===== src/rtl/srctl_pkg.sv =====
package srctl_pkg;
	// ****************************************
	// Clock and timing
	// ****************************************
	localparam int unsigned CLK_HZ = 100_000_000;
	localparam int unsigned CLK_PER_MS = CLK_HZ / 1000;
	localparam int unsigned SHOW_MS = 2000;
	localparam int unsigned SLOW_MS = 400;
	localparam int unsigned FAST_MS = 40;
	localparam int unsigned SHOW_CYC = SHOW_MS * CLK_PER_MS;
	localparam int unsigned SLOW_CYC = SLOW_MS * CLK_PER_MS;
	localparam int unsigned FAST_CYC = FAST_MS * CLK_PER_MS;
	localparam int TMR_W = 28;
	localparam int NCH = 6;
	// ****************************************
	// Register map (byte addresses)
	// ****************************************
	localparam logic [7:0] ADR_CTRL = 8'h00;
	localparam logic [7:0] ADR_OVR = 8'h04;
	localparam logic [7:0] ADR_STAT = 8'h08;
	localparam logic [7:0] ADR_SP0 = 8'h10;
	localparam int CTRL_POL_LSB = 0;
	localparam int CTRL_INH_LSB = 8;
	localparam int OVR_ON_LSB = 0;
	localparam int OVR_OFF_LSB = 8;
	localparam int SP_EXP_LSB = 8;
	localparam int STAT_SHOW_BIT = 8;
	localparam int STAT_ADJ_BIT = 9;
	localparam int STAT_CH_LSB = 12;
	localparam logic [31:0] CTRL_RST = 32'h0000_0000;
	localparam logic [31:0] OVR_RST = 32'h0000_0000;
	// ****************************************
	// Setpoint encoding
	// ****************************************
	localparam logic [3:0] MANT_ZERO = 4'h0;
	localparam logic [3:0] MANT_MIN = 4'h1;
	localparam logic [3:0] MANT_MAX = 4'h9;
	localparam logic [3:0] MANT_ATM = 4'ha;
	localparam logic signed [5:0] EXP_MIN = -6'sd12;
	localparam logic signed [5:0] EXP_MAX = 6'sd5;
	localparam logic [3:0] SP_MANT_RST = 4'h0;
	localparam logic signed [5:0] SP_EXP_RST = 6'sd0;
	localparam int EXP_BIAS = 16;
	localparam logic [12:0] KEY_OVF = 13'h1fff;
	// ****************************************
	// Types
	// ****************************************
	typedef enum logic [1:0] {SRCTL_IDLE, SRCTL_HELD, SRCTL_SHOW} srctl_ui_t;
endpackage


===== src/rtl/srctl_top.sv =====
`timescale 1ns/1ps
`default_nettype none
// Operation
// - Setpoint: one mantissa digit, signed two-digit exponent
// - Span one e-12 up to nine e+5
// - Compare raw display words, no unit conversion
// - Above-atmosphere setpoint always active except overflow
// - Below minimum is zero: always inactive
// - Button tap shows setpoint two seconds
// - Held buttons scroll, slow then fast
// - Two seconds after release, store to nonvolatile
// - Both ion gauges off: channels 1-2 off
// - Missing secondary modules keep channels 3-6 off
// - Degas freezes ion channel pressure
// - Ten percent hysteresis above setpoint
// - Round hysteresis up at half digit
// - Ignore bus data while setpoint shown
// - Selector change waits for next press from idle, after the display clears
// - Indicators show final relay state
// - Channel pairs follow their gauge lines
// - Ion channels selectable to either gauge
// - Per-channel polarity selection
// - Relay from automatic decision or override
// - Override right on, left off
// - Polarity off activates below setpoint
// - Inhibit switch forces channel 1-2 relay off while its gauge is on
module srctl_top
	import srctl_pkg::*;
#(
	parameter int unsigned SHOW_CYCLES = srctl_pkg::SHOW_CYC,
	parameter int unsigned SLOW_CYCLES = srctl_pkg::SLOW_CYC,
	parameter int unsigned FAST_CYCLES = srctl_pkg::FAST_CYC
) (
	// Clock and reset
	input wire logic CLK_IN,
	input wire logic SYS_RST_IN,
	// Wishbone slave
	input wire logic WB_CYC_IN,
	input wire logic WB_STB_IN,
	input wire logic WB_WE_IN,
	input wire logic [7:0] WB_ADR_IN,
	input wire logic [3:0] WB_SEL_IN,
	input wire logic [31:0] WB_DAT_IN,
	output logic [31:0] WB_DAT_OUT,
	output logic WB_ACK_OUT,
	// Front panel
	input wire logic UP_BTN_IN,
	input wire logic DOWN_BTN_IN,
	input wire logic [2:0] CHAN_SEL_IN,
	// Gauge status
	input wire logic FIRST_ION_GAUGE_ON_IN,
	input wire logic SECOND_ION_GAUGE_ON_IN,
	input wire logic DEGAS_IN,
	input wire logic SEC_A_PRESENT_IN,
	input wire logic SEC_B_PRESENT_IN,
	// Display bus
	input wire logic DISP_STB_IN,
	input wire logic [1:0] DISP_LINE_IN,
	input wire logic DISP_GAUGE_IN,
	input wire logic [3:0] DISP_D1_IN,
	input wire logic [3:0] DISP_D2_IN,
	input wire logic signed [5:0] DISP_EXP_IN,
	input wire logic DISP_OVF_IN,
	// Setpoint display
	output logic SP_SHOW_OUT,
	output logic [1:0] SP_LINE_OUT,
	output logic [3:0] SP_MANT_OUT,
	output logic signed [5:0] SP_EXP_OUT,
	// Nonvolatile storage write port
	output logic NVM_WR_OUT,
	output logic [2:0] NVM_ADDR_OUT,
	output logic [12:0] NVM_DATA_OUT,
	// Relays and indicators
	output logic [srctl_pkg::NCH-1:0] RELAY_OUT,
	output logic [srctl_pkg::NCH-1:0] LED_OUT
);
	import srctl_pkg::*;

	// ****************************************
	// Helper functions
	// ****************************************
	// Monotonic compare key: biased exponent then tenths of mantissa
	function automatic logic [12:0] key_of(input logic signed [5:0] e, input logic [6:0] m);
		int k;
		k = (int'(e) + EXP_BIAS) * 100 + int'(m);
		return 13'(k);
	endfunction

	// Release point: setpoint plus rounded tenth plus one digit
	function automatic logic [12:0] thr_of(input logic signed [5:0] e, input logic [3:0] d);
		int m;
		int t;
		m = int'(d) * 10;
		t = m + (m + 5) / 10 + 1;
		if (t > 99) begin
			return key_of(6'(e + 6'sd1), 7'(t / 10));
		end
		return key_of(e, 7'(t));
	endfunction

	// One scroll step: {decade crossed, mantissa, exponent}
	function automatic logic [10:0] step_of(input logic up, input logic [3:0] m,
			input logic signed [5:0] e);
		logic [10:0] r;
		r = {1'b0, m, e};
		if (up) begin
			if (m == MANT_ZERO) begin
				r = {1'b1, MANT_MIN, EXP_MIN};
			end else if (m == MANT_ATM) begin
				r = {1'b0, m, e};
			end else if (m < MANT_MAX) begin
				r = {1'b0, 4'(m + 4'h1), e};
			end else if (e == EXP_MAX) begin
				r = {1'b1, MANT_ATM, e};
			end else begin
				r = {1'b1, MANT_MIN, 6'(e + 6'sd1)};
			end
		end else begin
			if (m == MANT_ATM) begin
				r = {1'b1, MANT_MAX, EXP_MAX};
			end else if (m == MANT_ZERO) begin
				r = {1'b0, m, e};
			end else if (m > MANT_MIN) begin
				r = {1'b0, 4'(m - 4'h1), e};
			end else if (e == EXP_MIN) begin
				r = {1'b1, MANT_ZERO, e};
			end else begin
				r = {1'b1, MANT_MAX, 6'(e - 6'sd1)};
			end
		end
		return r;
	endfunction

	// Byte-lane merge for Wishbone writes
	function automatic logic [31:0] merge(input logic [31:0] o, input logic [31:0] n,
			input logic [3:0] s);
		logic [31:0] r;
		r = o;
		for (int b = 0; b < 4; b++) begin
			if (s[b]) begin
				r[b*8 +: 8] = n[b*8 +: 8];
			end
		end
		return r;
	endfunction

	// ****************************************
	// Input synchronisers
	// ****************************************
	localparam int SW = 29;
	logic [SW-1:0] sync1;
	logic [SW-1:0] sync2;
	logic stb_prev;

	// Every panel, gauge and display pin crosses two flops; bus data must stay stable around its strobe
	always_ff @(posedge CLK_IN or posedge SYS_RST_IN) begin
		if (SYS_RST_IN) begin
			sync1 <= '0;
			sync2 <= '0;
			stb_prev <= 1'b0;
		end else begin
			sync1 <= {UP_BTN_IN, DOWN_BTN_IN, CHAN_SEL_IN, FIRST_ION_GAUGE_ON_IN,
				SECOND_ION_GAUGE_ON_IN, DEGAS_IN, SEC_A_PRESENT_IN, SEC_B_PRESENT_IN,
				DISP_STB_IN, DISP_LINE_IN, DISP_GAUGE_IN, DISP_D1_IN, DISP_D2_IN,
				DISP_EXP_IN, DISP_OVF_IN};
			sync2 <= sync1;
			stb_prev <= sync2[18];
		end
	end

	logic up_btn;
	logic dn_btn;
	logic [2:0] chan_sel;
	logic [1:0] ig_on;
	logic degas;
	logic sec_a;
	logic sec_b;
	logic word_new;
	logic [1:0] w_line;
	logic w_gauge;
	logic [3:0] w_d1;
	logic [3:0] w_d2;
	logic signed [5:0] w_exp;
	logic w_ovf;
	logic [12:0] w_key;

	// Unpack the settled copy
	assign up_btn = sync2[28];
	assign dn_btn = sync2[27];
	assign chan_sel = sync2[26:24];
	assign ig_on = {sync2[22], sync2[23]};
	assign degas = sync2[21];
	assign sec_a = sync2[20];
	assign sec_b = sync2[19];
	assign word_new = sync2[18] & ~stb_prev;
	assign w_line = sync2[17:16];
	assign w_gauge = sync2[15];
	assign w_d1 = sync2[14:11];
	assign w_d2 = sync2[10:7];
	assign w_exp = sync2[6:1];
	assign w_ovf = sync2[0];
	// Pressure taken as printed, whatever the units switch says
	assign w_key = w_ovf ? KEY_OVF :
		(w_d1 == 4'h0) ? 13'h0000 : key_of(w_exp, 7'(w_d1 * 4'd10 + w_d2));

	// ****************************************
	// Wishbone slave and control registers
	// ****************************************
	logic [31:0] ctrl_reg;
	logic [31:0] ovr_reg;
	logic [3:0] sp_mant [NCH];
	logic signed [5:0] sp_exp [NCH];
	logic wb_req;
	logic wb_wr;
	logic [7:0] sp_off;
	logic [2:0] sp_idx;
	logic sp_hit;
	logic [31:0] rd_mux;
	logic [31:0] status;

	assign wb_req = WB_CYC_IN & WB_STB_IN;
	assign wb_wr = wb_req & WB_WE_IN & WB_ACK_OUT;
	assign sp_off = 8'(WB_ADR_IN - ADR_SP0);
	assign sp_idx = sp_off[4:2];
	// Upper offset bits checked too, so far addresses do not alias a setpoint
	assign sp_hit = (WB_ADR_IN >= ADR_SP0) && (sp_off[1:0] == 2'b00)
		&& (sp_off[7:5] == 3'b000) && (sp_idx < 3'(NCH));

	// Ack one cycle after the request, dropped the cycle after
	always_ff @(posedge CLK_IN or posedge SYS_RST_IN) begin
		if (SYS_RST_IN) begin
			WB_ACK_OUT <= 1'b0;
			WB_DAT_OUT <= '0;
		end else begin
			WB_ACK_OUT <= wb_req & ~WB_ACK_OUT;
			if (wb_req & ~WB_ACK_OUT) begin
				WB_DAT_OUT <= rd_mux;
			end
		end
	end

	// Read mux, unmapped reads as zero
	always_comb begin
		rd_mux = '0;
		if (WB_ADR_IN == ADR_CTRL) begin
			rd_mux = ctrl_reg;
		end else if (WB_ADR_IN == ADR_OVR) begin
			rd_mux = ovr_reg;
		end else if (WB_ADR_IN == ADR_STAT) begin
			rd_mux = status;
		end else if (sp_hit) begin
			rd_mux[3:0] = sp_mant[sp_idx];
			rd_mux[SP_EXP_LSB +: 6] = sp_exp[sp_idx];
		end
	end

	// Switch registers; unused bits stay zero
	always_ff @(posedge CLK_IN or posedge SYS_RST_IN) begin
		if (SYS_RST_IN) begin
			ctrl_reg <= CTRL_RST;
			ovr_reg <= OVR_RST;
		end else if (wb_wr) begin
			if (WB_ADR_IN == ADR_CTRL) begin
				ctrl_reg <= merge(ctrl_reg, WB_DAT_IN, WB_SEL_IN) & 32'h0000_0f3f;
			end
			if (WB_ADR_IN == ADR_OVR) begin
				ovr_reg <= merge(ovr_reg, WB_DAT_IN, WB_SEL_IN) & 32'h0000_3f3f;
			end
		end
	end

	logic [NCH-1:0] pol;
	logic [3:0] inh;
	logic [NCH-1:0] frc_on;
	logic [NCH-1:0] frc_off;
	assign pol = ctrl_reg[CTRL_POL_LSB +: NCH];
	assign inh = ctrl_reg[CTRL_INH_LSB +: 4];
	assign frc_on = ovr_reg[OVR_ON_LSB +: NCH];
	assign frc_off = ovr_reg[OVR_OFF_LSB +: NCH];

	// ****************************************
	// Setpoint display and adjustment
	// ****************************************
	srctl_ui_t ui;
	logic [TMR_W-1:0] tmr;
	logic fast;
	logic dirty;
	logic [2:0] ui_ch;
	logic any_btn;
	logic step_go;
	logic [10:0] step_res;

	assign any_btn = up_btn | dn_btn;
	assign step_go = (ui == SRCTL_HELD) && (tmr == '0);
	// Up wins if both are held
	assign step_res = step_of(up_btn, sp_mant[ui_ch], sp_exp[ui_ch]);

	// Panel sequencer: hold scrolls, release starts the show timeout
	always_ff @(posedge CLK_IN or posedge SYS_RST_IN) begin
		if (SYS_RST_IN) begin
			ui <= SRCTL_IDLE;
			tmr <= '0;
			fast <= 1'b0;
			dirty <= 1'b0;
			ui_ch <= 3'd0;
			NVM_WR_OUT <= 1'b0;
			NVM_ADDR_OUT <= 3'd0;
			NVM_DATA_OUT <= '0;
		end else begin
			NVM_WR_OUT <= 1'b0;
			case (ui)
				SRCTL_IDLE: begin
					// Selector only sampled here, so changes wait for a press after the show ends
					if (any_btn && chan_sel >= 3'd1 && chan_sel <= 3'(NCH)) begin
						ui <= SRCTL_HELD;
						ui_ch <= 3'(chan_sel - 3'd1);
						tmr <= TMR_W'(SLOW_CYCLES - 1);
						fast <= 1'b0;
						dirty <= 1'b0;
					end
				end
				SRCTL_HELD: begin
					if (!any_btn) begin
						ui <= SRCTL_SHOW;
						tmr <= TMR_W'(SHOW_CYCLES - 1);
					end else if (tmr == '0) begin
						dirty <= 1'b1;
						fast <= fast | step_res[10];
						tmr <= TMR_W'(((fast | step_res[10]) ? FAST_CYCLES : SLOW_CYCLES) - 1);
					end else begin
						tmr <= tmr - 1'b1;
					end
				end
				SRCTL_SHOW: begin
					if (any_btn) begin
						ui <= SRCTL_HELD;
						tmr <= TMR_W'(SLOW_CYCLES - 1);
						fast <= 1'b0;
					end else if (tmr == '0) begin
						ui <= SRCTL_IDLE;
						// Storage is written only on the way out, to spare its write life
						if (dirty) begin
							NVM_WR_OUT <= 1'b1;
							NVM_ADDR_OUT <= ui_ch;
							NVM_DATA_OUT <= {sp_mant[ui_ch], sp_exp[ui_ch][5],
								4'(((sp_exp[ui_ch] < 0) ? -sp_exp[ui_ch] : sp_exp[ui_ch]) / 10),
								4'(((sp_exp[ui_ch] < 0) ? -sp_exp[ui_ch] : sp_exp[ui_ch]) % 10)};
						end
					end else begin
						tmr <= tmr - 1'b1;
					end
				end
				default: ui <= SRCTL_IDLE;
			endcase
		end
	end

	// Setpoint store; a bus write wins over a scroll step
	always_ff @(posedge CLK_IN or posedge SYS_RST_IN) begin
		if (SYS_RST_IN) begin
			for (int i = 0; i < NCH; i++) begin
				sp_mant[i] <= SP_MANT_RST;
				sp_exp[i] <= SP_EXP_RST;
			end
		end else if (wb_wr && sp_hit && WB_SEL_IN[0] && WB_DAT_IN[3:0] <= MANT_ATM) begin
			sp_mant[sp_idx] <= WB_DAT_IN[3:0];
			if (WB_SEL_IN[1]) begin
				sp_exp[sp_idx] <= WB_DAT_IN[SP_EXP_LSB +: 6];
			end
		end else if (step_go) begin
			sp_mant[ui_ch] <= step_res[9:6];
			sp_exp[ui_ch] <= step_res[5:0];
		end
	end

	// Display drive, channel pairs share a line
	always_ff @(posedge CLK_IN or posedge SYS_RST_IN) begin
		if (SYS_RST_IN) begin
			SP_SHOW_OUT <= 1'b0;
			SP_LINE_OUT <= 2'd0;
			SP_MANT_OUT <= '0;
			SP_EXP_OUT <= '0;
		end else begin
			SP_SHOW_OUT <= (ui != SRCTL_IDLE);
			SP_LINE_OUT <= 2'(ui_ch[2:1] + 2'd1);
			SP_MANT_OUT <= sp_mant[ui_ch];
			SP_EXP_OUT <= sp_exp[ui_ch];
		end
	end

	// ****************************************
	// Pressure capture and decision
	// ****************************************
	logic [12:0] pkey [NCH];
	logic [NCH-1:0] below;
	logic [NCH-1:0] auto_on;
	logic [1:0] ion_ok;
	logic gauge_ok [2];

	// Ion channel gating against gauge state and inhibit switches
	always_comb begin
		for (int c = 0; c < 2; c++) begin
			ion_ok[c] = ((ig_on[0] & ~inh[c*2]) | (ig_on[1] & ~inh[c*2+1]))
				& ~(ig_on[0] & inh[c*2]) & ~(ig_on[1] & inh[c*2+1]);
			gauge_ok[c] = ig_on[w_gauge] & ~inh[c*2 + int'(w_gauge)];
		end
	end

	// Latch the newest word per channel; setpoint shows freeze it, degas freezes only channels 1-2
	always_ff @(posedge CLK_IN or posedge SYS_RST_IN) begin
		if (SYS_RST_IN) begin
			for (int i = 0; i < NCH; i++) begin
				pkey[i] <= KEY_OVF;
			end
		end else if (word_new && ui == SRCTL_IDLE) begin
			for (int i = 0; i < NCH; i++) begin
				if (w_line == 2'(i / 2 + 1)) begin
					if (i >= 2 || (!degas && gauge_ok[i % 2])) begin
						pkey[i] <= w_key;
					end
				end
			end
		end
	end

	// Hysteresis latch: true while pressure sits below the setpoint
	always_ff @(posedge CLK_IN or posedge SYS_RST_IN) begin
		if (SYS_RST_IN) begin
			below <= '0;
		end else begin
			for (int i = 0; i < NCH; i++) begin
				if (sp_mant[i] == MANT_ATM) begin
					below[i] <= (pkey[i] != KEY_OVF);
				end else if (sp_mant[i] == MANT_ZERO) begin
					below[i] <= 1'b0;
				end else if (!below[i] &&
						pkey[i] < key_of(sp_exp[i], 7'(sp_mant[i] * 4'd10))) begin
					below[i] <= 1'b1;
				end else if (below[i] && pkey[i] >= thr_of(sp_exp[i], sp_mant[i])) begin
					below[i] <= 1'b0;
				end
			end
		end
	end

	// Polarity then module gating; gating is after polarity on purpose
	always_comb begin
		for (int i = 0; i < NCH; i++) begin
			auto_on[i] = pol[i] ? ~below[i] : below[i];
		end
		auto_on[1:0] = auto_on[1:0] & ion_ok;
		auto_on[3:2] = auto_on[3:2] & {2{sec_a}};
		auto_on[5:4] = auto_on[5:4] & {2{sec_b}};
	end

	// Override beats automatic; indicators mirror the driven relay
	always_ff @(posedge CLK_IN or posedge SYS_RST_IN) begin
		if (SYS_RST_IN) begin
			RELAY_OUT <= '0;
			LED_OUT <= '0;
		end else begin
			RELAY_OUT <= frc_on | (~frc_off & auto_on);
			LED_OUT <= frc_on | (~frc_off & auto_on);
		end
	end

	// Status word for software
	always_comb begin
		status = '0;
		status[NCH-1:0] = RELAY_OUT;
		status[STAT_SHOW_BIT] = SP_SHOW_OUT;
		status[STAT_ADJ_BIT] = (ui == SRCTL_HELD);
		status[STAT_CH_LSB +: 3] = ui_ch;
	end
endmodule
`default_nettype wire


===== config.mk =====
export PLATFORM = sky130hd
export DESIGN_NAME = srctl_top
export DESIGN_NICKNAME = d
export VERILOG_FILES = /design/src/rtl/srctl_pkg.sv /design/src/rtl/srctl_top.sv
export SDC_FILE = /design/constraint.sdc
export NUM_CORES = 2
export LEC_CHECK = 0
export ABC_AREA = 1
export BUFFER_PORTS_ARGS = -buffer_cell sky130_fd_sc_hd__buf_2
export CAP_MARGIN = 5
export CELL_PAD_IN_SITES_DETAIL_PLACEMENT = 0
export CELL_PAD_IN_SITES_GLOBAL_PLACEMENT = 1
export CORE_MARGIN = 8
export CORE_UTILIZATION = 51
export CTS_CLUSTER_DIAMETER = 100
export CTS_CLUSTER_SIZE = 16
export DETAILED_ROUTE_END_ITERATION = 16
export GPL_ROUTABILITY_DRIVEN = 0
export PLACE_DENSITY_LB_ADDON = 0.1
export SETUP_SLACK_MARGIN = 0.02
export SLEW_MARGIN = 20
export SYNTH_ARGS = -nofsm -noshare
export SYNTH_HDL_FRONTEND = slang
export SYNTH_SLANG_ARGS = --single-unit

===== constraint.sdc =====
create_clock -name CLK_IN -period 22.7 [get_ports CLK_IN]
set_input_delay 0 -clock CLK_IN [delete_from_list [all_inputs] [get_ports CLK_IN]]
set_output_delay 0 -clock CLK_IN [all_outputs]
set_load 0.01 [all_outputs]

==> results.json <==
{
  "die_h_um": 296,
  "layout.nets": 6550,
  "yosysWarnings": 0,
  "peakVddDrop_mv": 0.0641,
  "largest_reg_flops": 52,
  "hold_path.class": "in2reg",
  "synthMuxAreaShare_pct": 0.609,
  "synth_edf_count": 0,
  "grt_pass1_wl_mm": 189,
  "cap_violations": 0,
  "crit_path_max_fanout": 12,
  "timing.rr.start": "sp_mant[11]$_DFFE_PP0P_",
  "worst-slew-pin-transition_ns": 1.29,
  "die_w_um": 296,
  "critical_path.max_stage_delay_ns": 0.68,
  "grt_pass1_vias": 35100,
  "synth_top_cell_area_share_pct": 19.0,
  "io_pins": 153,
  "ys_seq_elements": 284,
  "grtUsageTotal_pct": 26.5,
  "dieArea_sq_um": 87400,
  "cts_tree": "yes",
  "start_util_pct": 51.5,
  "row_count": 102,
  "cts_made_buffers": 22,
  "vias": 37500,
  "r2r_setup_slack_ns": 11.26,
  "synthTopCellsByCount": "nand2_1 (1161), inv_1 (835), ha_1 (607), nor2_1 (402), o21ai_0 (358)",
  "crit_type": "reg2reg",
  "finalCritPeriodShare_pct": 50.4,
  "drc_errors": 0,
  "path_common_cell": "nand2_1",
  "avgViaCountPerCell": 5.47,
  "end_kind": "register",
  "start_kind": "register",
  "ant_nets": 0,
  "synth_area_leaders": "ha_1 (19%), dfrtp_1 (15%), nand2_1 (11%)",
  "synth_top_cell_by_area": "ha_1",
  "ctsResizeCount": 0,
  "dp_cells": 6754,
  "cts-root-buf": "clkbuf_16",
  "core_area_sq_um": 77500,
  "synth_compound_area_share_pct": 15.1,
  "synth_top_family_by_area": "simple AND/OR/NAND/NOR gates",
  "clk_pin_slew_worst_paths_ns": 0.08,
  "fin_tns_setup_ns": 0,
  "cp-endpoint": "below[3]$_DFFE_PP0P_",
  "synth_most_common_cell": "nand2_1",
  "required_ns": 23.12,
  "stdcell_area_sq_um": 42600,
  "hold_viol": 0,
  "syn_area_sq_um": 39900,
  "portBuffers": 111,
  "clkLatencyLatePin_ns": 0.56,
  "largest-register": "pkey",
  "finClkSkew_ns": 0.0325,
  "drive_above_1_share_pct": 9.19,
  "grt_max_degree": 156,
  "max-slew-margin-rel_pct": 13.6,
  "power.density_nw_per_um2": 71.8,
  "dpl_cell_area_sq_um": 41500,
  "worst_ep_arrival_time_ns": 11.86,
  "fmax_mhz": 87.4,
  "drv_slew": 0,
  "fin_cells": 6848,
  "synth_fa_ha_area_share_pct": 23.1,
  "avgSynthCellArea_sq_um": 7.04,
  "r2r_cells": 69,
  "finalSetupViolations": 0,
  "timing.hold.ws_ns": 0.0917,
  "async_flop_share_pct": 100,
  "fin_crit_ns": 11.44,
  "synth_seq_area_share_pct": 18.0,
  "min_from": "DISP_GAUGE_IN",
  "cts.sinks": 284,
  "rsz0062_at_grt": "no",
  "antenna_found_initial": 8,
  "r2r_end": "below[3]$_DFFE_PP0P_",
  "startpoint": "sp_mant[11]$_DFFE_PP0P_",
  "dpl.hpwl_mm": 95.5,
  "yosysUniqueCellTypes": 75,
  "ys.flop_type": "dfrtp_1",
  "cp_slowest_cell": "dfrtp_1",
  "wirelength_mm": 118,
  "pre_cts_slack_ns": 11.28,
  "power_leakage_nw": 22.6,
  "clock_path_buffers": 3,
  "gr-total-overflow": 0,
  "setup_ws_ns": 11.26,
  "drt_first_pass_iters": 8,
  "synth-simple-area-share_pct": 26.6,
  "status": "finished, final reports clean",
  "drt_iter0_drc": 2703,
  "routedWlPerCell_um": 17.3,
  "syn2layout_area_growth_pct": 6.88,
  "synth_xor_area_share_pct": 7.03,
  "largestRegisters": "pkey: 52 flops, sp_exp: 36 flops",
  "synth_cells": 5666,
  "htreeDepth": 1
}
-- power breakdown --
| part | switching (mW) | internal (mW) | leakage [nW] | total [mW] |
|---|---|---|---|---|
| clock | 0.194 | 0.191 | 0.315 | 0.385 |
| combinational | 1.25 | 0.656 | 18.9 | 1.90 |
| sequential | 0.143 | 0.628 | 3.32 | 0.771 |
| total | 1.59 | 1.48 | 22.6 | 3.06 |
-- how the worst min path moves through the flow --
stage                                     end  cells after the start
final                     sync1[15]$_DFF_PP0_                      2
after global placement    sync1[24]$_DFF_PP0_                      1
after detailed placement  sync1[16]$_DFF_PP0_                      1
after CTS                 sync1[18]$_DFF_PP0_                      2
after floorplan            sync1[0]$_DFF_PP0_                      0
after global routing       sync1[7]$_DFF_PP0_                      2
-- layout make-up --
cell class | count | area (sq um)
Multi-Input combinational cell | 4416 | 29000
Antenna cell | 8 | 20.0
Fill cell | 7764 | 34800
Clock inverter | 3 | 25.0
Tap cell | 1040 | 1300
Inverter | 884 | 3330
Timing Repair Buffer | 176 | 1170
Clock buffer | 37 | 628
Sequential cell | 284 | 7170
-- critical path, delay by kind of cell (launching register included) --
family,cells,cell delay [ns]
AO/OA/AOI/OAI,10,1.39
XOR/XNOR,1,0.18
adder cells (fa/ha/maj),9,2.99
buffers and inverters,4,0.29
flip-flops,1,0.68
AND/OR/NAND/NOR,45,5.75
-- logic make-up (layout without fill, tap and decap cells) --
family,count (synthesis),after routing
AO/OA/AOI/OAI,1032,1032
XOR/XNOR,317,317
adder cells (fa/ha/maj),688,688
buffers and inverters,984,1100
flip-flops,284,284
multiplexers,23,23
other,1,27
AND/OR/NAND/NOR,2337,2337
-- layer usage --
layer	routed length, um	vias up	global-route usage (%)
met3	7950	167	3.27
met4	3610	0	7.12
met1	55000	17300	37.6
met5	0	-	0
met2	51600	1029	42.4
li1	-	19000	-
-- cells in the final DEF, fill, tap and decap left out, drive strengths merged, types with 32 or more instances in the layout --
master          n
nand2        1284
inv           876
ha            607
nor2          437
nand3         394
o21ai         393
a21oi         349
dfrtp         232
xor2          212
buf           131
xnor2         105
nand4          89
fa             81
nor3           67
dfstp          52
a31oi          47
dlygate4sd3    45
clkbuf         37
or2            33
o31ai          32
-- repair_timing --
action / CTS / global route
buffers inserted: 0 / 0
hold buffers: 45 / 0
hold endpoints to repair: 180 / 0
-- metrics by stage --
step | total power [mW] | util (%)
2_1_floorplan | 2.10 | -
3_3_place_gp | 2.61 | 53.6
6_report | 3.06 | 55.0
4_1_cts | 3.03 | 55.0
5_1_grt | 3.34 | 55.0
3_5_place_dp | 2.64 | 53.6
Note: power is estimated with default switching activity, not from simulation.
